===== config.mk =====
export PLATFORM = sky130hd
export DESIGN_NAME = msrs_server
export DESIGN_NICKNAME = d
export VERILOG_FILES = /design/src/core/msrs_server.v /design/src/core/msrs_regmem.v
export VERILOG_INCLUDE_DIRS = /design/src /design/src/core
export SDC_FILE = /design/constraint.sdc
export NUM_CORES = 1
export LEC_CHECK = 0
export BUFFER_PORTS_ARGS = -buffer_cell sky130_fd_sc_hd__buf_2
export CAP_MARGIN = 15
export CORE_MARGIN = 3
export CORE_UTILIZATION = 45
export DETAILED_ROUTE_END_ITERATION = 10
export SYNTH_ARGS = -nofsm -noshare
export SYNTH_HDL_FRONTEND = slang
export SYNTH_SLANG_ARGS = --single-unit

===== constraint.sdc =====
create_clock -name ref_clk -period 4.2 [get_ports ref_clk]
set_input_delay 0.84 -clock ref_clk [delete_from_list [all_inputs] [get_ports ref_clk]]
set_output_delay 0.84 -clock ref_clk [all_outputs]
set_load 0.01 [all_outputs]

===== src/core/msrs_regs.vh =====
/*
 * Constants of the sensor register server: frame layout, function and
 * exception codes, checksum, register block geometry and status codes.
 * Assumes inclusion by bare name from the design files only.
 */
`ifndef MSRS_REGS_VH
`define MSRS_REGS_VH

// Register block geometry
`define MSRS_BLOCK_REGS     5'd16
`define MSRS_REGS_PER_SLOT  4'd8
`define MSRS_IDX_STATUS     3'd3

// Query frame: byte positions and length
`define MSRS_Q_ADDR         3'd0
`define MSRS_Q_FUNC         3'd1
`define MSRS_Q_START_HI     3'd2
`define MSRS_Q_START_LO     3'd3
`define MSRS_Q_CNT_HI       3'd4
`define MSRS_Q_CNT_LO       3'd5
`define MSRS_Q_LEN          4'd8
`define MSRS_Q_OVERLONG     4'd9

// Function and exception codes
`define MSRS_FUNC_READ_IN   8'h04
`define MSRS_EXC_FLAG       8'h80
`define MSRS_EXC_FUNC       8'h01
`define MSRS_EXC_ADDR       8'h02
`define MSRS_EXC_VALUE      8'h03

// Checksum
`define MSRS_CRC_INIT       16'hffff
`define MSRS_CRC_POLY       16'ha001
`define MSRS_CRC_GOOD       16'h0000

// Measured value status nibbles
`define MSRS_ST_VALID       4'h1
`define MSRS_ST_ABSENT      4'h4

// Update kinds
`define MSRS_UPD_WORD       2'd0
`define MSRS_UPD_FLOAT      2'd1
`define MSRS_UPD_STATUS     2'd2

`endif


===== src/core/msrs_server.v =====
/*
 * Read Input Register server for a two-slot sensor data block. Takes
 * received query bytes with an end-of-frame strobe, answers with a
 * response or exception byte stream, and keeps the sixteen data words.
 * Assumes a byte UART and silence-gap detector on the same clock.
 */
`timescale 1ns/1ns
`include "msrs_regs.vh"
module msrs_server (
   // Clock and reset
   input wire ref_clk,
   input wire rst,
   // Own station address
   input wire [7:0] slave_addr,
   // Received bytes and end-of-frame gap
   input wire rx_valid,
   input wire [7:0] rx_byte,
   input wire rx_end,
   // Transmit bytes
   output reg tx_valid_r,
   output reg [7:0] tx_byte_r,
   input wire tx_ready,
   output reg tx_busy_r,
   // Sensor data updates
   input wire upd_valid,
   input wire [1:0] upd_kind,
   input wire [3:0] upd_addr,
   input wire [15:0] upd_word,
   input wire [31:0] upd_float,
   input wire [7:0] upd_mode,
   input wire [3:0] upd_main_st,
   input wire [3:0] upd_sec_st,
   output reg upd_ready_r
);
   localparam ST_IDLE = 8'h01;
   localparam ST_ADDR = 8'h02;
   localparam ST_FUNC = 8'h04;
   localparam ST_THIRD = 8'h08;
   localparam ST_DHI = 8'h10;
   localparam ST_DLO = 8'h20;
   localparam ST_CRCL = 8'h40;
   localparam ST_CRCH = 8'h80;

   function [15:0] crc_step;
      input [15:0] c;
      input [7:0] d;
      integer i;
      reg [15:0] x;
      begin
         x = c ^ {8'h00, d};
         for (i = 0; i < 8; i = i + 1)
            x = x[0] ? ((x >> 1) ^ `MSRS_CRC_POLY) : (x >> 1);
         crc_step = x;
      end
   endfunction

   // Query collector
   reg [7:0] q_r [0:7];
   reg [3:0] q_cnt_r;
   reg [15:0] rx_crc_r;
   // Response sequencer
   reg [7:0] state_r;
   reg [7:0] state_nxt;
   reg exc_r;
   reg [7:0] func_r;
   reg [7:0] third_r;
   reg [3:0] ptr_r;
   reg [4:0] left_r;
   reg [15:0] tx_crc_r;
   reg settle_r;
   // Update sequencer
   reg float_pend_r;
   reg [3:0] float_addr_r;
   reg [15:0] float_lo_r;
   reg wr_en;
   reg [3:0] wr_addr;
   reg [15:0] wr_data;
   wire [15:0] rd_data;

   wire [15:0] q_start = {q_r[`MSRS_Q_START_HI], q_r[`MSRS_Q_START_LO]};
   wire [15:0] q_count = {q_r[`MSRS_Q_CNT_HI], q_r[`MSRS_Q_CNT_LO]};
   wire [16:0] q_end = {1'b0, q_start} + {1'b0, q_count};
   wire frame_ok = (q_cnt_r == `MSRS_Q_LEN) && (rx_crc_r == `MSRS_CRC_GOOD)
                   && (q_r[`MSRS_Q_ADDR] == slave_addr);
   wire func_bad = q_r[`MSRS_Q_FUNC] != `MSRS_FUNC_READ_IN;
   wire cnt_bad = (q_count == 16'h0000) ||
                  (q_count > {11'h000, `MSRS_BLOCK_REGS});
   wire range_bad = q_end > {12'h000, `MSRS_BLOCK_REGS};
   wire idle = state_r == ST_IDLE;
   wire tx_take = tx_valid_r && tx_ready;

   // Collector: bytes during a response are dropped
   always @(posedge ref_clk) begin
      if (rst) begin
         q_cnt_r <= 4'd0;
         rx_crc_r <= `MSRS_CRC_INIT;
      end else if (rx_end) begin
         q_cnt_r <= 4'd0;
         rx_crc_r <= `MSRS_CRC_INIT;
      end else if (rx_valid && idle) begin
         // Running check over all bytes ends at zero on a good frame
         rx_crc_r <= crc_step(rx_crc_r, rx_byte);
         if (q_cnt_r < `MSRS_Q_LEN)
            q_r[q_cnt_r[2:0]] <= rx_byte;
         if (q_cnt_r != `MSRS_Q_OVERLONG)
            q_cnt_r <= q_cnt_r + 4'd1;
      end
   end

   // Byte presented in each state
   reg [7:0] cur_byte;
   always @* begin
      case (state_r)
         ST_ADDR: cur_byte = slave_addr;
         ST_FUNC: cur_byte = func_r;
         ST_THIRD: cur_byte = third_r;
         ST_DHI: cur_byte = rd_data[15:8];
         ST_DLO: cur_byte = rd_data[7:0];
         ST_CRCL: cur_byte = tx_crc_r[7:0];
         ST_CRCH: cur_byte = tx_crc_r[15:8];
         default: cur_byte = 8'h00;
      endcase
   end

   always @* begin
      state_nxt = state_r;
      case (state_r)
         ST_IDLE: state_nxt = ST_IDLE;
         ST_ADDR: state_nxt = ST_FUNC;
         ST_FUNC: state_nxt = ST_THIRD;
         ST_THIRD: state_nxt = exc_r ? ST_CRCL : ST_DHI;
         ST_DHI: state_nxt = ST_DLO;
         ST_DLO: state_nxt = (left_r == 5'd1) ? ST_CRCL : ST_DHI;
         ST_CRCL: state_nxt = ST_CRCH;
         ST_CRCH: state_nxt = ST_IDLE;
         default: state_nxt = ST_IDLE;
      endcase
   end

   // Response sequencer
   always @(posedge ref_clk) begin
      if (rst) begin
         state_r <= ST_IDLE;
         exc_r <= 1'b0;
         func_r <= 8'h00;
         third_r <= 8'h00;
         ptr_r <= 4'd0;
         left_r <= 5'd0;
         tx_crc_r <= `MSRS_CRC_INIT;
         settle_r <= 1'b0;
         tx_valid_r <= 1'b0;
         tx_byte_r <= 8'h00;
         tx_busy_r <= 1'b0;
      end else if (idle) begin
         tx_valid_r <= 1'b0;
         tx_crc_r <= `MSRS_CRC_INIT;
         // Wrong length, checksum or station: no answer at all
         if (rx_end && frame_ok) begin
            state_r <= ST_ADDR;
            tx_busy_r <= 1'b1;
            settle_r <= 1'b1;
            exc_r <= func_bad || cnt_bad || range_bad;
            func_r <= (func_bad || cnt_bad || range_bad) ?
                      (q_r[`MSRS_Q_FUNC] | `MSRS_EXC_FLAG) :
                      q_r[`MSRS_Q_FUNC];
            if (func_bad)
               third_r <= `MSRS_EXC_FUNC;
            else if (cnt_bad)
               third_r <= `MSRS_EXC_VALUE;
            else if (range_bad)
               third_r <= `MSRS_EXC_ADDR;
            else
               third_r <= {q_count[6:0], 1'b0};
            ptr_r <= q_start[3:0];
            left_r <= q_count[4:0];
         end
      end else begin
         settle_r <= 1'b0;
         if (tx_take) begin
            tx_valid_r <= 1'b0;
            // Check bytes must not fold into the check they carry
            if (state_r != ST_CRCL && state_r != ST_CRCH)
               tx_crc_r <= crc_step(tx_crc_r, tx_byte_r);
            state_r <= state_nxt;
            if (state_r == ST_DLO) begin
               // Read data lags the pointer by one cycle
               ptr_r <= ptr_r + 4'd1;
               left_r <= left_r - 5'd1;
               settle_r <= 1'b1;
            end
            if (state_r == ST_CRCH)
               tx_busy_r <= 1'b0;
         end else if (!tx_valid_r && !settle_r) begin
            tx_valid_r <= 1'b1;
            tx_byte_r <= cur_byte;
         end
      end
   end

   // Data updates; a float takes two cycles, so updates stall meanwhile
   always @* begin
      wr_en = 1'b0;
      wr_addr = upd_addr;
      wr_data = upd_word;
      if (float_pend_r) begin
         wr_en = 1'b1;
         wr_addr = float_addr_r;
         wr_data = float_lo_r;
      end else if (upd_valid) begin
         wr_en = 1'b1;
         case (upd_kind)
            `MSRS_UPD_FLOAT: wr_data = upd_float[31:16];
            `MSRS_UPD_STATUS: begin
               wr_addr = {upd_addr[3], `MSRS_IDX_STATUS};
               wr_data = {upd_mode, upd_main_st, upd_sec_st};
            end
            default: wr_data = upd_word;
         endcase
      end
   end

   always @(posedge ref_clk) begin
      if (rst) begin
         float_pend_r <= 1'b0;
         float_addr_r <= 4'd0;
         float_lo_r <= 16'h0000;
         upd_ready_r <= 1'b1;
      end else if (float_pend_r) begin
         float_pend_r <= 1'b0;
         upd_ready_r <= 1'b1;
      end else if (upd_valid && upd_kind == `MSRS_UPD_FLOAT) begin
         float_pend_r <= 1'b1;
         float_addr_r <= upd_addr + 4'd1;
         float_lo_r <= upd_float[15:0];
         upd_ready_r <= 1'b0;
      end
   end

   msrs_regmem #(
      .WORDS(16),
      .AW(4)
   ) u_mem (
      .ref_clk(ref_clk),
      .rst(rst),
      .wr_en(wr_en),
      .wr_addr(wr_addr),
      .wr_data(wr_data),
      .rd_addr(ptr_r),
      .rd_data_r(rd_data)
   );
endmodule


===== src/core/msrs_regmem.v =====
/*
 * Sixteen-word sensor data store with one write port and a registered
 * read port. Assumes a single clock and synchronous active-high reset.
 */
`timescale 1ns/1ns
module msrs_regmem #(
   parameter WORDS = 16,
   parameter AW = 4
) (
   // Clock and reset
   input wire ref_clk,
   input wire rst,
   // Write port
   input wire wr_en,
   input wire [AW-1:0] wr_addr,
   input wire [15:0] wr_data,
   // Read port, data one cycle after address
   input wire [AW-1:0] rd_addr,
   output reg [15:0] rd_data_r
);
   reg [15:0] mem [0:WORDS-1];
   integer k;

   always @(posedge ref_clk) begin
      if (rst) begin
         for (k = 0; k < WORDS; k = k + 1)
            mem[k] <= 16'h0000;
         rd_data_r <= 16'h0000;
      end else begin
         if (wr_en)
            mem[wr_addr] <= wr_data;
         rd_data_r <= mem[rd_addr];
      end
   end
endmodule


# [Word level (Yosys, flattened, before mapping)]
# Memories as Yosys holds them, arrays and structs flattened. A register that Yosys moved wholly into a read port is not among the register bits.
# Index checks and enable logic that the tools add are counted.
# W data, S select, Z words.
[totals] latch_bits=0 mem_count=2 out_inout_bits=11 ramBits=320 rom_bits=0 register_bits=103
[op_classes] eq_ne=18 n_bitwise=21 muxes=64 n_reduce_logical=31 shift=0 order_cmp=3 multipliers=0 div_mod_pow=0 addsub=5
[memory_table] memory="u_mem.mem" words=16 word_bits=16 read_ports=1 rd_clocked_by_memory_dff=1 wr=16 line_no="msrs_regmem.v:21" rtl="reg [15:0] mem [0:WORDS-1];"
[memory_table] memory="q_r" words=8 word_bits=8 read_ports=6 rd_clocked_by_memory_dff=0 wr=1 line_no="msrs_server.v:58" rtl="reg [7:0] q_r [0:7];"
[op_table] cell="$mux W16" count=19
[op_table] cell="$mux W8" count=7
[op_table] cell="$pmux W8 S7" count=1
[op_table] cell="$not A2 Y3" count=16
[op_table] cell="$pmux W8 S6" count=1
[op_table] cell="$logic_not A16 Y1" count=2
[op_table] cell="$pmux W16 S2" count=1
[op_table] cell="$xor A16 B8 Y16" count=2
[op_table] cell="$mux W4" count=6
[op_table] cell="$mux W1" count=21
[op_table] cell="$mux W5" count=4
[op_table] cell="$add A16 B16 Y17" count=1
[op_table] cell="$gt A17 B5 Y1 const B" count=1
[op_table] cell="$gt A16 B5 Y1 const B" count=1
[op_table] cell="$reduce_or A16 Y1" count=1
[op_table] cell="$mux W7" count=2
[op_table] cell="$add A4 B1 Y4 const B" count=3
[op_table] cell="$reduce_and A2 Y1" count=5
[op_table] cell="$reduce_and A3 Y1" count=3
[op_table] cell="$eq A8 B1 Y1 const B" count=1
[op_table] cell="$eq A8 B2 Y1 const B" count=1
[op_table] cell="$eq A8 B3 Y1 const B" count=1
[op_table] cell="$eq A8 B4 Y1 const B" count=1
[op_table] cell="$eq A8 B5 Y1 const B" count=1
[op_table] cell="other kinds (23)" count=40

# [Logic depth before layout (Yosys ltp)]
[logic_depth] depth_word=17 depth_mapped=10 mapped_depth_nobuf=9

# [Hierarchy]
# From an unflattened synthesis, not the netlist that was laid out.
[unflattened] hier_cells=1741 hier_area_um2=20512.2
[by_module_without_submodules] module="msrs_regmem" area_per_inst_um2=12519.5 cells_each=862 instances=1 seq_area_each_um2=8007.7
[by_module_without_submodules] module="msrs_server" area_per_inst_um2=7992.7 cells_each=879 instances=1 seq_area_each_um2=3503.4

# [Worst setup path after synthesis]
# No wires, ideal clock.
[synth_timing] kind="reg-to-reg" from="register state_r[3]" to="memory q_r[0][0], enable pin" required_time_ps=3817 slack_ps=1280 setup_time_ps=383 arrival_ps=2537 path_stages_with_launch=9 path_buffers=2 cell_sequence="dfxtp_1 -> or4_1 -> buf_4 -> nor4_4 -> and2_1 -> buf_6 -> nand2_2 -> or3_4 -> nor3_1"
[synth_between] elab_chain_len=6
[synth_lines] element="from (decl)" line_no="msrs_server.v:62" rtl="reg [7:0] state_r;"
[synth_lines] element="from (signal assigned)" line_no="msrs_server.v:184" rtl="state_r <= state_nxt;"
[synth_lines] element="$eq A8 B1 Y1" line_no="msrs_server.v:89" rtl="wire idle = state_r == ST_IDLE;"
[synth_lines] element="$logic_and A1 B1 Y1" line_no="msrs_server.v:100" rtl="end else if (rx_valid && idle) begin"
[synth_lines] element="$mux W1" line_no="msrs_server.v:100"
[synth_lines] element="$mux W1" line_no="msrs_server.v:97" rtl="end else if (rx_end) begin"
[synth_lines] element="$mux W1" line_no="msrs_server.v:94" rtl="if (rst) begin"
[synth_lines] element="$mux W1 (implied by the code)" line_no="msrs_server.v:104" rtl="q_r[q_cnt_r[2:0]] <= rx_byte;"
[synth_lines] element="to (decl)" line_no="msrs_server.v:58"
# No other way between the ends.

==> flow_summary.yaml <==
clock_network:
  cts_resized: 0
  clk_latency_ps: 560
  cts-hold-fix-buffers: 0
  cts_buffers: 45
  cts_setup_buffers: 0
  cts.sinks: 423
  clk_path_buf_depth: 3
  cts_root_buf: "clkbuf_16"
  clk_pin_slew_ps: 60
  cts_max_level: 2
  cts_tree: "yes"
setup_path:
  crit_chain: "ha_1, fa_1, a21o_1, a221oi_2, nor4_1, or3_1, a2111oi_0, and3_1, a311oi_1"
  reg2reg_depth: 9
  crit_path_start_kind: "flop"
  worst-r2r-setup-slack_ps: 960
  crit_arrival_ps: 3650
  cp_max_fo: 7
  worst_path_max_delay_cell: "fa_1"
  reg2reg_from: "q_r[5][0]"
  cpPeakStageDelay_ps: 460
  required_ps: 4610
  crit_type: "reg -> reg"
  end_kind: "flop"
  reg2reg_to: "third_r[1]"
pwr:
  internal-power_mw: 7.02
  combPwrFrac_pct: 6.7
  power_mw: 9.11
  p_clk_share_pct: 42.5
  p_seq_share_pct: 50.9
  vdd_drop_max_mv: 0.380
  switching_share_pct: 22.9
  p_sw_mw: 2.09
  powerDensity_nw_per_um2: 414
  leakage_nw: 7.91
yosys:
  ys_ff_latch: 423
  synth_area_leaders: "edfxtp_1, dfxtp_1, mux4_2, nor2_1, nand2_1"
  synth_fa_ha_area_share_pct: 1.72
  synth_mux_area_share_pct: 10.2
  synth_nets: 1715
  ys_warn_count: 0
  synth_most_common_cell: "nor2_1"
  async_reset_ff_share_pct: 0
  synth_top_cell_area_share_pct: 47.2
  synthFlopType: "edfxtp_1"
  synthSimpleGateAreaFrac_pct: 14.4
  synth_cell_types: 77
  yosys-top-cells-count: "nor2_1, edfxtp_1, nand2_1"
  synth_top_area_cell: "edfxtp_1"
  avgSynthCellArea_um2: 12.1
  synth_top_family_by_area: "simple AND/OR/NAND/NOR gates"
  ys_seq_area_share_pct: 59.6
  synthesis.area_um2: 19300
  synth-xor-area-share_pct: 2.81
  synth_compound_area_share_pct: 8.62
  syn_inst: 1597
  synth_edf_count: 304
detailed_routing:
  drtIter0Drc: 1220
  vias: 13100
  wl_um: 51300
  first_pass_iters: 5
  viasPerCell: 5.77
  remaining_drc_errors: 0
  wl_per_cell_um: 22.5
  ant_nets: 0
floorplan:
  die_w_um: 213
  initial_core_util_pct: 45.9
  die_area_um2: 45500
  row_count: 75
  die_h_um: 213
  pin_count: 103
  core_area_um2: 42100
placement:
  io_buffers: 102
  place_hpwl_um: 35000
  place_congestion: 0.839
global_routing:
  grt.overflow.total: 0
  first_global_vias: 12900
  grt_max_degree: 43
  antenna_found_initial: 1
  grt_pass1_wl_um: 78300
  grtUsageTotal_pct: 22.8
timing:
  maxSlewHeadroom_pct: 30.0
  period_share_pct: 77.3
  finalSetupTns_ps: 0
  finalClockSkew_ps: 21.0
  fmax_ghz: 0.308
  rsz0062_at_grt: "no"
  post-route-min-period_ps: 3240
  worst_pin_slew_ps: 1050
  hold_violations: 0
  slew_violations: 0
  setup_viol: 0
worst_hold_path:
  min_to: "float_lo_r[1]"
  min_path_cells: 2
  min_from: "float_lo_r[1]"
  min_path_type: "reg -> reg"
layout:
  drive_above_1_share_pct: 19.8
  finalNetCount: 1816
  register_area_um2: 11500
  fin_util_pct: 52.2
  multiInputGateArea_um2: 7300
  syn2layout_area_growth_pct: 13.9
  fill_cells: 3626
status:
  outcome: "completed"
job:
  maxCapViolations: 0
## worst max path at each step
stage               slack, ps         from                end  cells after the start
detailed placement        670  upd_kind[0]  u_mem.mem[14][10]                     10
CTS                       940    q_r[5][0]         third_r[1]                      9
finish                    960    q_r[5][0]         third_r[1]                      9
floorplan                1280   state_r[3]          q_r[0][0]                      8
global route              670    q_r[5][0]          func_r[7]                      9
global placement          640  upd_kind[0]  u_mem.mem[14][10]                     10
## through the flow
| step | setup slack, ps | hold WS, ps | instance area (µm²) | cells |
|---|---|---|---|---|
| 2_1_floorplan | 1280 | 430 | 19300 | 1597 |
| 3_3_place_gp | 642 | 444 | 20500 | 2188 |
| 3_5_place_dp | 667 | 444 | 20500 | 2188 |
| 4_1_cts | 935 | 458 | 22000 | 2271 |
| 5_1_grt | 671 | 474 | 22000 | 2273 |
| 6_report | 955 | 456 | 22000 | 2276 |
## per-layer routing
| layer | vias to the layer above | GRT usage (%) | share of wire [%] |
|---|---|---|---|
| met5 | - | 0 | 0 |
| met4 | 0 | 6.11 | 2.5 |
| met3 | 70 | 4.29 | 6.7 |
| met2 | 411 | 37.1 | 48 |
| met1 | 6605 | 31.8 | 43 |
| li1 | 6055 | - | - |
## layout by cell type, fill, tap and decap left out, types with 5 or more instances in the layout
master / count
a211oi_1: 25
clkinv_2: 10
a22oi_1: 36
o21ai_0: 26
nor2_1: 321
nor2b_1: 20
nand4_1: 6
or2_2: 5
nand2b_1: 28
nand2_1: 159
o211ai_1: 26
buf_4: 57
xnor2_1: 49
dfxtp_1: 117
a21oi_1: 75
inv_1: 16
a21o_1: 5
clkbuf_16: 47
mux4_2: 80
nor3_1: 14
clkbuf_1: 5
nor4_1: 14
ha_1: 25
clkbuf_8: 7
xor2_1: 13
clkinv_1: 6
edfxtp_1: 304
a41o_1: 5
and2_1: 6
nand3_1: 16
mux2i_1: 14
buf_2: 101
## layout make-up
class | instances | area share (%)
antenna | 3 | 0.0341
clock buffer | 60 | 5.90
clock inverter | 23 | 0.699
inverter | 16 | 0.273
multi-input combinational | 1051 | 33.2
sequential | 423 | 52.3
tap | 539 | 3.06
timing repair buffer | 161 | 4.55
## cell families (layout without fill, tap and decap cells)
kind of cell | Yosys count | in the layout
and+or+nand+nor | 624 | 624
AOI/OAI and AO/OA | 243 | 243
xor gates and xnor gates | 62 | 62
buffers and inverters | 123 | 260
DFF | 423 | 423
muxes | 96 | 96
adders and majority gates | 26 | 26
other | 0 | 3
## critical path, delay by kind of cell, from the launching register on
family | cells | cell delay [ps]
compound gates | 4 | 1110
simple gates | 3 | 840
flops | 1 | 440
fa+ha+maj | 2 | 730
## power by group through the flow
| stage | Combinational (mW) | Sequential [mW] | Clock (mW) |
|---|---|---|---|
| floorplan | 0.338 | 4.70 | 0 |
| global placement | 0.602 | 4.72 | 0 |
| detailed placement | 0.607 | 4.72 | 0 |
| CTS | 0.610 | 4.63 | 3.94 |
| global route | 0.651 | 4.64 | 4.14 |
| finish | 0.608 | 4.63 | 3.87 |
## state kept, by name (all words and copies together), names as in the netlist
register / cells
left_r: 5
tx_busy_r: 1
ptr_r: 4
state_r: 8
third_r: 8
exc_r: 1
u_mem.rd_data_r: 16
float_lo_r: 16
rx_crc_r: 16
u_mem.mem: 256
tx_crc_r: 16
float_pend_r: 1
func_r: 8
q_cnt_r: 4
float_addr_r: 4
tx_valid_r: 1
upd_ready_r: 1
tx_byte_r: 8
settle_r: 1
q_r: 48
(Power assumes the default switching activity.)
